<file path="src/shared/rcb_pkg.sv">
// Constants and carrier types for the start-up reset and clock configuration block
package rcb_pkg;

  localparam int unsigned CLK_RATE_MHZ     = 100;
  localparam int unsigned PLL_LOCK_CYCLES  = 4096;
  localparam int unsigned RATIO_W          = 6;
  localparam int unsigned MULT_W           = 7;
  localparam int unsigned DIV_W            = 4;

  localparam logic [1:0] CLK_CFG_8         = 2'h0;
  localparam logic [1:0] CLK_CFG_32        = 2'h1;
  localparam logic [1:0] CLK_CFG_16        = 2'h2;
  localparam logic [RATIO_W-1:0] RATIO_8   = 6'h08;
  localparam logic [RATIO_W-1:0] RATIO_16  = 6'h10;
  localparam logic [RATIO_W-1:0] RATIO_32  = 6'h20;
  localparam logic [RATIO_W-1:0] RATIO_NONE = 6'h00;

  localparam int unsigned RUNRST_EN_BIT    = 0;

  typedef enum logic [1:0] {
    RCB_RESET,
    RCB_LOCK_WAIT,
    RCB_RUN
  } rcb_state_e;

  // Software frequency change request
  typedef struct packed {
    logic              wr;
    logic [MULT_W-1:0] mult;
    logic [DIV_W-1:0]  div;
  } rcb_pll_wr_s;

  // PLL setting in force
  typedef struct packed {
    logic              locked;
    logic [MULT_W-1:0] mult;
    logic [DIV_W-1:0]  div;
  } rcb_pll_s;

endpackage

</file>
<file path="src/core/rcb_top.sv">
// Start-up sequencer: clock ratio strap, PLL lock wait, boot strap, shared reset pin
// Summary of operation
// - Strap 00 gives 8:1, 01 gives 32:1, 10 gives 16:1, 11 reserved.
// - After core leaves reset, software may load new PLL multiplier and divider.
// - After reset release wait 4096 input clocks, then core runs from reset vector.
// - Shared pin is reset output unless control bit 0 selects running-reset input.
`timescale 1ns/1ns
`default_nettype none
module rcb_top #(
  parameter int unsigned LOCK_CYCLES = rcb_pkg::PLL_LOCK_CYCLES
) (
  input  wire logic                     clock_i,
  input  wire logic                     nrst_i,
  input  wire logic [1:0]               clk_cfg_i,
  input  wire logic [2:0]               boot_cfg_i,
  input  wire logic                     soft_reset_i,
  input  wire logic [7:0]               running_reset_control_reg_i,
  input  wire rcb_pkg::rcb_pll_wr_s     pll_wr_i,
  input  wire logic                     reset_pin_i,
  output logic                          reset_pin_o,
  output logic                          reset_pin_oe_o,
  output var  rcb_pkg::rcb_pll_s        pll_o,
  output logic [rcb_pkg::RATIO_W-1:0]   clk_ratio_o,
  output logic                          ratio_reserved_o,
  output logic [2:0]                    boot_mode_o,
  output logic                          core_run_o,
  output logic                          running_reset_o
);

  localparam int unsigned CNT_W = $clog2(LOCK_CYCLES + 1);

  rcb_pkg::rcb_state_e state;
  logic [CNT_W-1:0]    lock_cnt;
  logic [1:0]          cfg_s1;
  logic [1:0]          cfg_s2;
  logic [2:0]          boot_s1;
  logic [2:0]          boot_s2;
  logic [2:0]          pin_s;
  logic                run_en;

  // Two-flop synchronisers for pins; pin_s[2] is a third stage for edge detect
  always_ff @(posedge clock_i)
  begin
    cfg_s1  <= clk_cfg_i;
    cfg_s2  <= cfg_s1;
    boot_s1 <= boot_cfg_i;
    boot_s2 <= boot_s1;
    pin_s   <= {pin_s[1:0], reset_pin_i};
  end

  assign run_en = running_reset_control_reg_i[rcb_pkg::RUNRST_EN_BIT];

  // Sequencer state
  always_ff @(posedge clock_i)
  begin
    if (!nrst_i)
    begin
      state <= rcb_pkg::RCB_RESET;
    end
    else
    begin
      unique case (state)
        rcb_pkg::RCB_RESET:
        begin
          state <= rcb_pkg::RCB_LOCK_WAIT;
        end
        rcb_pkg::RCB_LOCK_WAIT:
        begin
          if (lock_cnt == CNT_W'(LOCK_CYCLES))
            state <= rcb_pkg::RCB_RUN;
        end
        rcb_pkg::RCB_RUN:
        begin
          // Soft or running reset reruns the lock wait
          if (soft_reset_i || running_reset_o)
            state <= rcb_pkg::RCB_LOCK_WAIT;
        end
      endcase
    end
  end

  // Lock wait counter, restarted on every entry to the wait
  always_ff @(posedge clock_i)
  begin
    if (!nrst_i)
    begin
      lock_cnt <= '0;
    end
    else if (state == rcb_pkg::RCB_RESET ||
             (state == rcb_pkg::RCB_RUN && (soft_reset_i || running_reset_o)))
    begin
      lock_cnt <= CNT_W'(1);
    end
    else if (state == rcb_pkg::RCB_LOCK_WAIT && lock_cnt != CNT_W'(LOCK_CYCLES))
    begin
      lock_cnt <= lock_cnt + CNT_W'(1);
    end
  end

  // Straps latched while held in reset and in RCB_RESET, frozen once the sequencer leaves RCB_RESET
  always_ff @(posedge clock_i)
  begin
    if (state == rcb_pkg::RCB_RESET || !nrst_i)
    begin
      unique case (cfg_s2)
        rcb_pkg::CLK_CFG_8:  clk_ratio_o <= rcb_pkg::RATIO_8;
        rcb_pkg::CLK_CFG_32: clk_ratio_o <= rcb_pkg::RATIO_32;
        rcb_pkg::CLK_CFG_16: clk_ratio_o <= rcb_pkg::RATIO_16;
        default:             clk_ratio_o <= rcb_pkg::RATIO_NONE;
      endcase
      ratio_reserved_o <= (cfg_s2 == 2'h3);
    end
  end

  // Boot mode captured at every nrst_i or soft reset, but not at running reset
  always_ff @(posedge clock_i)
  begin
    if (!nrst_i || soft_reset_i)
      boot_mode_o <= boot_s2;
  end

  // PLL setting: strap ratio at reset, software writes only while running
  always_ff @(posedge clock_i)
  begin
    if (!nrst_i)
    begin
      pll_o <= '0;
    end
    else
    begin
      pll_o.locked <= (state == rcb_pkg::RCB_RUN);
      if (state == rcb_pkg::RCB_RESET)
      begin
        pll_o.mult <= rcb_pkg::MULT_W'(clk_ratio_o);
        pll_o.div  <= rcb_pkg::DIV_W'(1);
      end
      else if (pll_wr_i.wr && state == rcb_pkg::RCB_RUN)
      begin
        pll_o.mult <= pll_wr_i.mult;
        pll_o.div  <= pll_wr_i.div;
      end
    end
  end

  // Shared pin role and drive
  always_ff @(posedge clock_i)
  begin
    if (!nrst_i)
    begin
      reset_pin_oe_o  <= 1'b1;
      reset_pin_o     <= 1'b0;
      running_reset_o <= 1'b0;
    end
    else
    begin
      reset_pin_oe_o  <= !run_en;
      reset_pin_o     <= (state == rcb_pkg::RCB_RUN);
      running_reset_o <= run_en && !pin_s[1] && pin_s[2] && state == rcb_pkg::RCB_RUN;
    end
  end

  assign core_run_o = (state == rcb_pkg::RCB_RUN);

endmodule
`default_nettype wire

</file>
<file path="config.mk">
export PLATFORM = sky130hd
export DESIGN_NAME = rcb_top
export DESIGN_NICKNAME = d
export VERILOG_FILES = /design/src/shared/rcb_pkg.sv /design/src/core/rcb_top.sv
export SDC_FILE = /design/constraint.sdc
export NUM_CORES = 1
export LEC_CHECK = 0
export BUFFER_PORTS_ARGS = -buffer_cell sky130_fd_sc_hd__buf_2
export CORE_AREA = 2 2 84 86
export DETAILED_ROUTE_END_ITERATION = 7
export DIE_AREA = 0 0 86 88
export MAX_ROUTING_LAYER = met4
export PLACE_DENSITY = 0.55
export SETUP_SLACK_MARGIN = 0.15
export SYNTH_ARGS = -nofsm -noshare
export SYNTH_HDL_FRONTEND = slang
export SYNTH_SLANG_ARGS = --single-unit
</file>
<file path="constraint.sdc">
create_clock -name clock_i -period 1.4 [get_ports clock_i]
set_input_delay 0.14 -clock clock_i [delete_from_list [all_inputs] [get_ports clock_i]]
set_output_delay 0.14 -clock clock_i [all_outputs]
set_load 0.02 [all_outputs]
</file>
==> impl_metrics.csv, run 1 <==
group,metric,value,unit
floorplan,rows,30,
clock_tree,cts_sinks,49,
global_routing,grt_pass1_wl,7.36,mm
synth,ys_types,42,
synth,avgSynthCellArea,10.4,µm²
layout,area_growth,48.5,%
worst_setup_path,cp_data_required_time,1590,ps
power_and_ir_drop,power.density,947,nW/µm²
worst_setup_path,worstPathArrival,1550,ps
sta,min_period,1360,ps
worst_setup_path,cp_top_family,"simple AND/OR/NAND/NOR gates",
sta,slew_violations,0,
flow_run,drv_cap,0,
worst_setup_path,slowest_stage,"dfxtp_4",
synth,synth_flop_cell,"dfxtp_1",
layout,final_cells,352,
synth,synth_seq_cells,49,
power_and_ir_drop,leakagePower,1.20,nW
clock_tree,htreeDepth,2,
worst_setup_path,worstSetupStartpoint,"lock_cnt[0]",
floorplan,die_area,7570,µm²
worst_setup_path,worst-path-max-fanout,5,
placement,port_buffers,44,
worst_setup_path,endpoint_kind,"flop",
global_routing,antenna_found_initial,0,
drt,viasPerCell,4.72,
worst_setup_path,timing.rr.start,"lock_cnt[0]",
placement,dp_hpwl,3.00,mm
sta,setup_viol,0,
drt,first_pass_iters,4,
synth,async_reset_ff_frac,0,
floorplan,die_h,88,µm
synth,synth_warnings,0,
global_routing,grt.overflow.total,0,
floorplan,io_pins,55,
layout,n_fill_cell,623,
drt,drcViolationCount,0,
synth,syn_inst,189,
worst_hold_path,hold_path.class,"in2reg",
clock_tree,clk_latency,300,ps
sta,fmax,737,MHz
placement,gp_congestion,0.675,
clock_tree,tritoncts,"yes",
sta,rsz0062_at_grt,"yes",
global_routing,grt_usage,0.128,
power_and_ir_drop,total_power,0.00276,W
drt,wl,4.57,mm
layout,multi_input_area,967,µm²
clock_tree,root_buffer,"clkbuf_8",
floorplan,core,6640,µm²
sta,fin_skew,13.2,ps
worst_setup_path,cp-start-kind,"flop",
clock_tree,path_clk_slew,90,ps
global_routing,grt_max_degree,17,
drt,drt_iter0_drc,48,
drt,antenna_left,0,
worst_setup_path,path_class,"reg2reg",
sta,hold_violations,0,
global_routing,grt_pass1_vias,1605,
sta,fin_crit_sh,0.969,
layout,drive_gt1_frac,0.482,
synth,syn_area,1960,µm²
floorplan,die_w,86,µm
synth,synth-edff-count,7,
power_and_ir_drop,max-vdd-ir-drop,0.614,mV
worst_setup_path,max_stage_delay,370,ps
layout,register_area,1080,µm²
outcome,status,"completed",
drt,vias,1663,
placement,dpl.cell_count,321,
clock_tree,clock_path_buffers,2,
synth,seq_area_frac_synth,0.535,
layout,diodes,0,
floorplan,start_util,0.296,
worst_hold_path,hold_start,"running_reset_control_reg_i[0]",
drt,wl_per_cell,13.0,µm
clock_tree,cts_buffers,5,
worst_setup_path,path_buf_inv,1,
worst_setup_path,crit_path_cell_trace,"inv_4 -> ha_4 -> nor4b_4 -> nand4b_1 -> and3_1",
layout,nNetsFinal,302,
[cells in the final DEF (no fill, tap or decap), types with 4 or more instances in the layout]
master and n:
dfxtp_1 31, buf_2 43, a21oi_2 4, a21oi_1 14, o21ai_0 4, buf_4 30, dlygate4sd3_1 6, mux2i_1 5
dfxtp_2 4, nand2_1 14, edfxtp_1 7, inv_1 6, o211ai_1 10, nand3_1 9, dfxtp_4 7, nor2_1 4
buf_6 4, clkbuf_8 5
[cells in the mapped netlist (2+ instances only)]
cell type / n / share of area
nor2b_1: 4 / 0.013
and2_1: 2 / 0.0064
nand3b_1: 3 / 0.011
nand2_1: 15 / 0.029
o31ai_1: 3 / 0.011
a311oi_1: 2 / 0.0089
a21oi_1: 18 / 0.046
o211ai_1: 10 / 0.038
nand3_1: 10 / 0.025
nor2_1: 4 / 0.0076
clkbuf_1: 2 / 0.0038
a22oi_1: 3 / 0.011
ha_1: 2 / 0.013
nor4_2: 4 / 0.025
nor4b_2: 2 / 0.015
or4_1: 3 / 0.011
edfxtp_1: 7 / 0.11
o21ai_0: 4 / 0.010
mux2i_1: 5 / 0.025
dfxtp_1: 42 / 0.43
nand2b_1: 3 / 0.0096
or3_1: 4 / 0.013
inv_1: 8 / 0.015
buf_2: 6 / 0.015
buf_4: 5 / 0.019
nor3_1: 2 / 0.0051
[metrics by stage]
| step | worst slack [ps] | hold WS (ps) | instance area [µm²] | utilization | setup TNS [ps] |
|---|---|---|---|---|---|
| after detailed placement | -5.86 | 244 | 2430 | 0.365 | -11.0 |
| after floorplan | 133 | 168 | 2030 | - | 0 |
| final | 43.5 | 32.0 | 2920 | 0.439 | 0 |
| after global placement | 3.88 | 244 | 2430 | 0.365 | 0 |
| after global routing | -29.1 | 23.4 | 2920 | 0.439 | -49.6 |
| after CTS | 54.4 | 24.5 | 2790 | 0.419 | 0 |
[final timing paths]
| path | slack [ps] | cells past startpoint | endpoint |
|---|---|---|---|
| worst max-delay path | 40 | 5 | state[0] |
| worst min register to register | 330 | 0 | boot_s2[2] |
| worst max register to register | 40 | 5 | state[0] |
| worst min-delay path | 30 | 2 | reset_pin_oe_o |
[flip-flops by register name (all words and copies together) (netlist names)]
name / cells
cfg_s1: 2
running_reset_o: 1
reset_pin_oe_o: 1
clk_ratio_o: 3
pin_s: 3
boot_s1: 3
lock_cnt: 13
boot_mode_o: 3
boot_s2: 3
ratio_reserved_o: 1
cfg_s2: 2
reset_pin_o: 1
pll_o: 11
state: 2
[per-layer routing]
layer,routed length (µm),vias up,GRT usage
met1,2090,770,0.154
met3,183,8,0.0368
met5,0,-,-
met2,2240,41,0.211
li1,-,844,-
met4,57,0,0.0346
[report_power, final]
| group | switching, W | internal [W] | total (W) |
|---|---|---|---|
| Combinational | 0.000126 | 0.000121 | 0.000247 |
| Sequential | 0.0000246 | 0.00147 | 0.00149 |
| Clock | 0.000489 | 0.000536 | 0.00103 |
| Total | 0.000639 | 0.00212 | 0.00276 |
[cells by family after synthesis]
kind of cell | synth area share
compound gates | 0.137
fa+ha+maj | 0.0127
simple gates | 0.227
buf+inv | 0.0611
flops | 0.535
other cells | 0.00191
mux | 0.0255
[final cells by class]
cell class	instances	area share
Timing Repair Buffer	86	0.212
Clock inverter	3	0.0150
Sequential cell	49	0.371
Tap cell	80	0.0343
Inverter	9	0.0124
Multi-Input combinational cell	120	0.332
Clock buffer	5	0.0236
[what timing repair did]
action,CTS,global route
pin swaps,13,12
endpoints found under the setup margin,26,17
cloned,2,0
hold endpoints to repair,6,0
hold buffers,6,0
resized for setup,23,17
buffers inserted,7,8
Power figures use the tool's default switching activity.
==> inputs of run 2 (changes only) <==
--- a/config.mk
+++ b/config.mk
@@ -11,6 +11,7 @@
 export DIE_AREA = 0 0 86 88
 export MAX_ROUTING_LAYER = met4
 export PLACE_DENSITY = 0.55
+export REMOVE_ABC_BUFFERS = 1
 export SETUP_SLACK_MARGIN = 0.15
 export SYNTH_ARGS = -nofsm -noshare
 export SYNTH_HDL_FRONTEND = slang
==> impl_metrics.csv, run 2 (synthesis gave the netlist of run 1 again) <==
group,metric,value,unit
layout,area_growth,44.6,%
worst_setup_path,endpoint_kind,"flop",
layout,largest_reg_flops,13,
worst_setup_path,cp-start-kind,"flop",
worst_setup_path,timing.rr.start,"lock_cnt[0]",
sta,setup_viol,0,
clock_tree,clk_latency,300,ps
clock_tree,clock_path_buffers,2,
global_routing,grt_pass1_vias,1596,
worst_setup_path,path_buf_inv,1,
sta,min_period,1340,ps
worst_setup_path,path_class,"reg2reg",
worst_setup_path,cp_data_required_time,1590,ps
worst_setup_path,max_stage_delay,380,ps
sta,slew_violations,0,
outcome,status,"completed",
layout,nNetsFinal,294,
worst_hold_path,worstHoldPathCells,2,
worst_hold_path,min_to,"reset_pin_oe_o",
clock_tree,root_buffer,"clkbuf_8",
power_and_ir_drop,power.density,964,nW/µm²
placement,dpl.cell_count,319,
global_routing,grt_max_degree,16,
power_and_ir_drop,max-vdd-ir-drop,0.573,mV
global_routing,grt_usage,0.128,
drt,first_pass_iters,4,
layout,drive_gt1_frac,0.458,
drt,vias,1656,
floorplan,die_w,86,µm
worst_setup_path,worstSetupStartpoint,"lock_cnt[0]",
clock_tree,tritoncts,"yes",
floorplan,core,6640,µm²
worst_setup_path,slowest_stage,"dfxtp_4",
clock_tree,path_clk_slew,90,ps
floorplan,start_util,0.296,
worst_setup_path,worst-path-max-fanout,5,
floorplan,die_h,88,µm
global_routing,antenna_found_initial,0,
sta,fmax,746,MHz
layout,mostFrequentLayoutCells,"buf_2 (43), dfxtp_1 (31), buf_4 (22), a21oi_1 (15), nand2_1 (14)",
layout,diodes,0,
layout,regMostFlops,"lock_cnt",
placement,gp_congestion,0.801,
layout,largest_registers,"lock_cnt (13), pll_o (11)",
global_routing,grt.overflow.total,0,
layout,layout_commonest_cell,"buf_2",
worst_setup_path,path_depth,5,
power_and_ir_drop,leakagePower,1.16,nW
drt,drcViolationCount,0,
sta,fin_skew,7.90,ps
floorplan,rows,30,
worst_setup_path,crit_path_cell_trace,"inv_4 -> ha_4 -> nor4b_4 -> a31oi_1 -> mux2i_1",
placement,dp_hpwl,3.05,mm
clock_tree,cts_buffers,5,
worst_setup_path,cp_top_family,"flip-flops",
drt,antenna_left,0,
clock_tree,cts_sinks,49,
worst_hold_path,hold_start,"running_reset_control_reg_i[0]",
worst_setup_path,worstPathArrival,1530,ps
drt,viasPerCell,4.81,
layout,final_cells,344,
floorplan,die_area,7570,µm²
clock_tree,htreeDepth,2,
drt,drt_iter0_drc,32,
sta,fin_crit_sh,0.958,
placement,port_buffers,44,
drt,wl,4.64,mm
global_routing,grt_pass1_wl,7.49,mm
worst_setup_path,reg2reg_to,"lock_cnt[1]",
layout,utilization,0.427,
worst_hold_path,hold_path.class,"in2reg",
sta,rsz0062_at_grt,"yes",
floorplan,io_pins,55,
layout,n_fill_cell,634,
sta,hold_violations,0,
flow_run,drv_cap,0,
worst_setup_path,reg2reg_depth,5,
drt,wl_per_cell,13.5,µm
worst_setup_path,reg2reg_slack,60,ps
run 2: cell types whose count changed in the layout (fill, tap and decap cells not counted), sizes merged:
cell and delta:
buf -7, bufbuf -1, clkbuf +1, inv -1
run 2: layer usage:
metal  track usage  vias up  wire length [µm]
met4        0.0346        0                19
met3        0.0302        2               164
met5             -        -                 0
met2         0.209       27              2330
met1         0.159      803              2130
li1              -      824                 -
run 2: area by class of cell:
class                      instances  area, µm²  area share
sequential                        49       1080       0.382
multi-input combinational        120        973       0.343
timing repair buffer              78        532       0.187
tap                               80        100      0.0352
clock buffer                       6       72.6      0.0256
clock inverter                     2       38.8      0.0137
inverter                           9       38.8      0.0137
run 2: power breakdown:
group          total [W]  leakage (nW)  switching, W  internal [W]
clock network    0.00101        0.0554      0.000477      0.000537
registers        0.00149         0.426     0.0000259       0.00146
logic           0.000235         0.681      0.000127      0.000108
total            0.00274          1.16      0.000630       0.00211
run 2: timing repair:
action / 4_1_cts / 5_1_grt
endpoints found under the hold margin: 6 / 0
setup buffers: 7 / 3
resized for setup: 41 / 20
hold buffers: 6 / 0
setup endpoints to repair: 31 / 22
pin swaps: 16 / 13
cloned: 1 / 0
run 2: worst max-delay path by stage:
stage                        to  slack, ps
floorplan           lock_cnt[7]       -170
global placement    lock_cnt[2]        -30
detailed placement  lock_cnt[2]        -70
CTS                    state[0]         80
global route           state[0]         -9
finish              lock_cnt[1]         60
run 2: per-stage QoR:
| step | hold WS, ps | setup TNS [ps] | total power (W) | cell area [µm²] | setup WS, ps |
|---|---|---|---|---|---|
| floorplan | 168 | -726 | 0.00162 | 1890 | -173 |
| global placement | 243 | -47.6 | 0.00172 | 2350 | -32.5 |
| detailed placement | 245 | -239 | 0.00172 | 2350 | -67.1 |
| CTS | 8.07 | 0 | 0.00276 | 2730 | 75.3 |
| global route | 17.2 | -16.8 | 0.00286 | 2840 | -9.06 |
| finish | 10.3 | 0 | 0.00274 | 2840 | 58.8 |
==> inputs of run 3 (changes only) <==
--- a/config.mk
+++ b/config.mk
@@ -5,12 +5,13 @@
 export SDC_FILE = /design/constraint.sdc
 export NUM_CORES = 1
 export LEC_CHECK = 0
+export ABC_AREA = 1
 export BUFFER_PORTS_ARGS = -buffer_cell sky130_fd_sc_hd__buf_2
-export CORE_AREA = 2 2 84 86
+export CORE_AREA = 2 2 79 81
 export DETAILED_ROUTE_END_ITERATION = 7
-export DIE_AREA = 0 0 86 88
+export DIE_AREA = 0 0 81 83
 export MAX_ROUTING_LAYER = met4
-export PLACE_DENSITY = 0.55
+export PLACE_DENSITY = 0.61
 export REMOVE_ABC_BUFFERS = 1
 export SETUP_SLACK_MARGIN = 0.15
 export SYNTH_ARGS = -nofsm -noshare
==> impl_metrics.csv, run 3 <==
group,metric,value,unit
outcome,status,"finished, violations left",
outcome,violations,"setup timing",
sta,rsz0062_at_grt,"yes",
sta,fmax,710,MHz
placement,dpl_worst_slack,-32.7,ps
floorplan,core,5820,µm²
synth,synth_top_cell_by_area,"dfxtp_1",
worst_setup_path,cp_data_required_time,1590,ps
placement,dp_hpwl,3.05,mm
sta,finalSetupTns,-7.77,ps
sta,holdWs,14.1,ps
global_routing,grt_usage,0.143,
synth,syn_inst,243,
layout,diodes,0,
sta,fin_crit_sh,1.01,
global_routing,global_route.usage.met2,0.240,
global_routing,grt_use_met1,0.165,
layout,regMostFlops,"lock_cnt",
sta,min_period,1410,ps
synth,synth_top_area_frac,0.420,
layout,largest_registers,"lock_cnt (13), pll_o (11)",
sta,slew_violations,0,
drt,drcViolationCount,0,
sta,fin_skew,11.7,ps
drt,antenna_left,0,
clock_tree,path_clk_slew,90,ps
clock_tree,root_buffer,"clkbuf_8",
sta,setup_viol,1,
power_and_ir_drop,power.density,1030,nW/µm²
global_routing,grt.overflow.total,0,
global_routing,grt_pass1_wl,7.39,mm
placement,detailed_place.area,2390,µm²
drt,first_pass_iters,4,
layout,layout_commonest_cell,"nand2_1",
floorplan,die_area,6720,µm²
synth,syn_area,2000,µm²
layout,fin_area,2830,µm²
drt,vias,1774,
worst_hold_path,hold_path.class,"in2reg",
layout,drive_gt1_frac,0.405,
layout,nNetsFinal,351,
synth,synth-edff-count,7,
sta,finalWorstSetupSlack,-7.77,ps
layout,mostFrequentLayoutCells,"nand2_1 (61), buf_2 (43), dfxtp_1 (32), buf_4 (24), inv_1 (21)",
floorplan,rows,28,
clock_tree,htreeDepth,2,
synth,ys_types,28,
drt,wl,4.55,mm
global_routing,met3_usage,0.0370,
synth,yosys.cell_count.top_type,"nand2_1",
worst_setup_path,endpoint_kind,"flop",
placement,gp_congestion,0.842,
global_routing,grt_pass1_vias,1726,
synth,yosys-top-cells-area,"dfxtp_1 (42%), nand2_1 (13%), edfxtp_1 (10%)",
worst_setup_path,worst-path-max-fanout,8,
worst_setup_path,path_class,"reg2reg",
synth,async_reset_ff_frac,0,
global_routing,grt_busiest_layer,"met2",
floorplan,die_w,81,µm
worst_setup_path,worstPathArrival,1600,ps
power_and_ir_drop,max-vdd-ir-drop,0.775,mV
worst_setup_path,reg2reg_slack,-8,ps
power_and_ir_drop,leakagePower,1.24,nW
placement,port_buffers,44,
clock_tree,clk_latency,310,ps
synth,seq_area_frac_synth,0.525,
clock_tree,tritoncts,"yes",
drt,viasPerCell,4.48,
flow_run,drv_cap,0,
global_routing,grt_max_degree,17,
drt,wl_per_cell,11.5,µm
floorplan,die_h,83,µm
sta,hold_violations,0,
drt,drt_iter0_drc,46,
clock_tree,cts_sinks,49,
worst_setup_path,cp-start-kind,"flop",
floorplan,start_util,0.344,
power_and_ir_drop,total_power,0.00291,W
clock_tree,cts_buffers,5,
synth,avgSynthCellArea,8.24,µm²
floorplan,io_pins,55,
synth,synthTopCellsByCount,"nand2_1 (71), dfxtp_1 (42), nor2_1 (29)",
synth,synth_seq_cells,49,
layout,n_fill_cell,575,
synth,synth_flop_cell,"dfxtp_1",
clock_tree,clock_path_buffers,2,
global_routing,antenna_found_initial,0,
layout,largest_reg_flops,13,
layout,area_growth,41.0,%
synth,synth_warnings,0,
==> run 3: changes by cell type after synthesis, sizes merged, moves of 10 or more <==
cell / delta
nor2: +29
inv: +18
nand2: +58
o211ai: -10
==> run 3: power by group <==
group / internal, W / switching, W / leakage (nW) / total [W]
clock: 0.000355 / 0.000479 / 0.0445 / 0.000834
sequential: 0.00150 / 0.0000422 / 0.425 / 0.00154
combinational: 0.000236 / 0.000300 / 0.768 / 0.000535
==> run 3: worst max-delay path: stages, from the launching register on <==
cell and delay (ps):
dfxtp_2 350, nor2_1 140, nand2_2 100, nor2_4 130
nand2_4 80, nand2_8 90, clkinvlp_4 210, nand2_1 140
a21oi_1 70
==> run 3: logic make-up after synthesis <==
group,Yosys count,synth area share
simple gates,127,0.286
flops,49,0.525
buf+inv,36,0.0887
compound gates,22,0.0600
xor+xnor,6,0.0262
fa+ha+maj,2,0.0125
other cells,1,0.00187
==> run 3: cell type report <==
type                    count  area, µm²  share of cell area
inverters                  28        115              0.0407
repair buffers             76        520               0.184
multi-input cells         160        932               0.330
clock buffers               5       68.8              0.0244
clock inverters             3       21.3             0.00753
flip-flops and latches     49       1070               0.380
well taps                  75       93.8              0.0332
==> run 3: through the flow <==
stage | std cells | util
after floorplan | 237 | -
after global placement | 373 | 0.412
after detailed placement | 373 | 0.412
after CTS | 392 | 0.454
after global routing | 396 | 0.486
final | 396 | 0.486
==> run 3: timing repair <==
action | 4_1_cts | 5_1_grt
hold endpoints to repair | 6 | 0
setup buffers | 5 | 3
hold buffers | 6 | 0
pin swaps | 13 | 19
gates resized for setup | 23 | 37
gates cloned | 0 | 1
endpoints found under the setup margin | 13 | 28
==> run 3: final timing paths <==
check,cells after the start,startpoint,to
worst max-delay path,8,lock_cnt[7],lock_cnt[3]
worst min-delay path,2,running_reset_control_reg_i[0],reset_pin_oe_o
worst max register to register,8,lock_cnt[7],lock_cnt[3]
worst min register to register,0,boot_s1[0],boot_s2[0]
==> run 3: routing by layer <==
| metal | vias to the layer above | part of all wire |
|---|---|---|
| li1 | 907 | - |
| met1 | 818 | 0.44 |
| met2 | 43 | 0.50 |
| met3 | 6 | 0.046 |
| met4 | 0 | 0.013 |
| met5 | - | 0 |
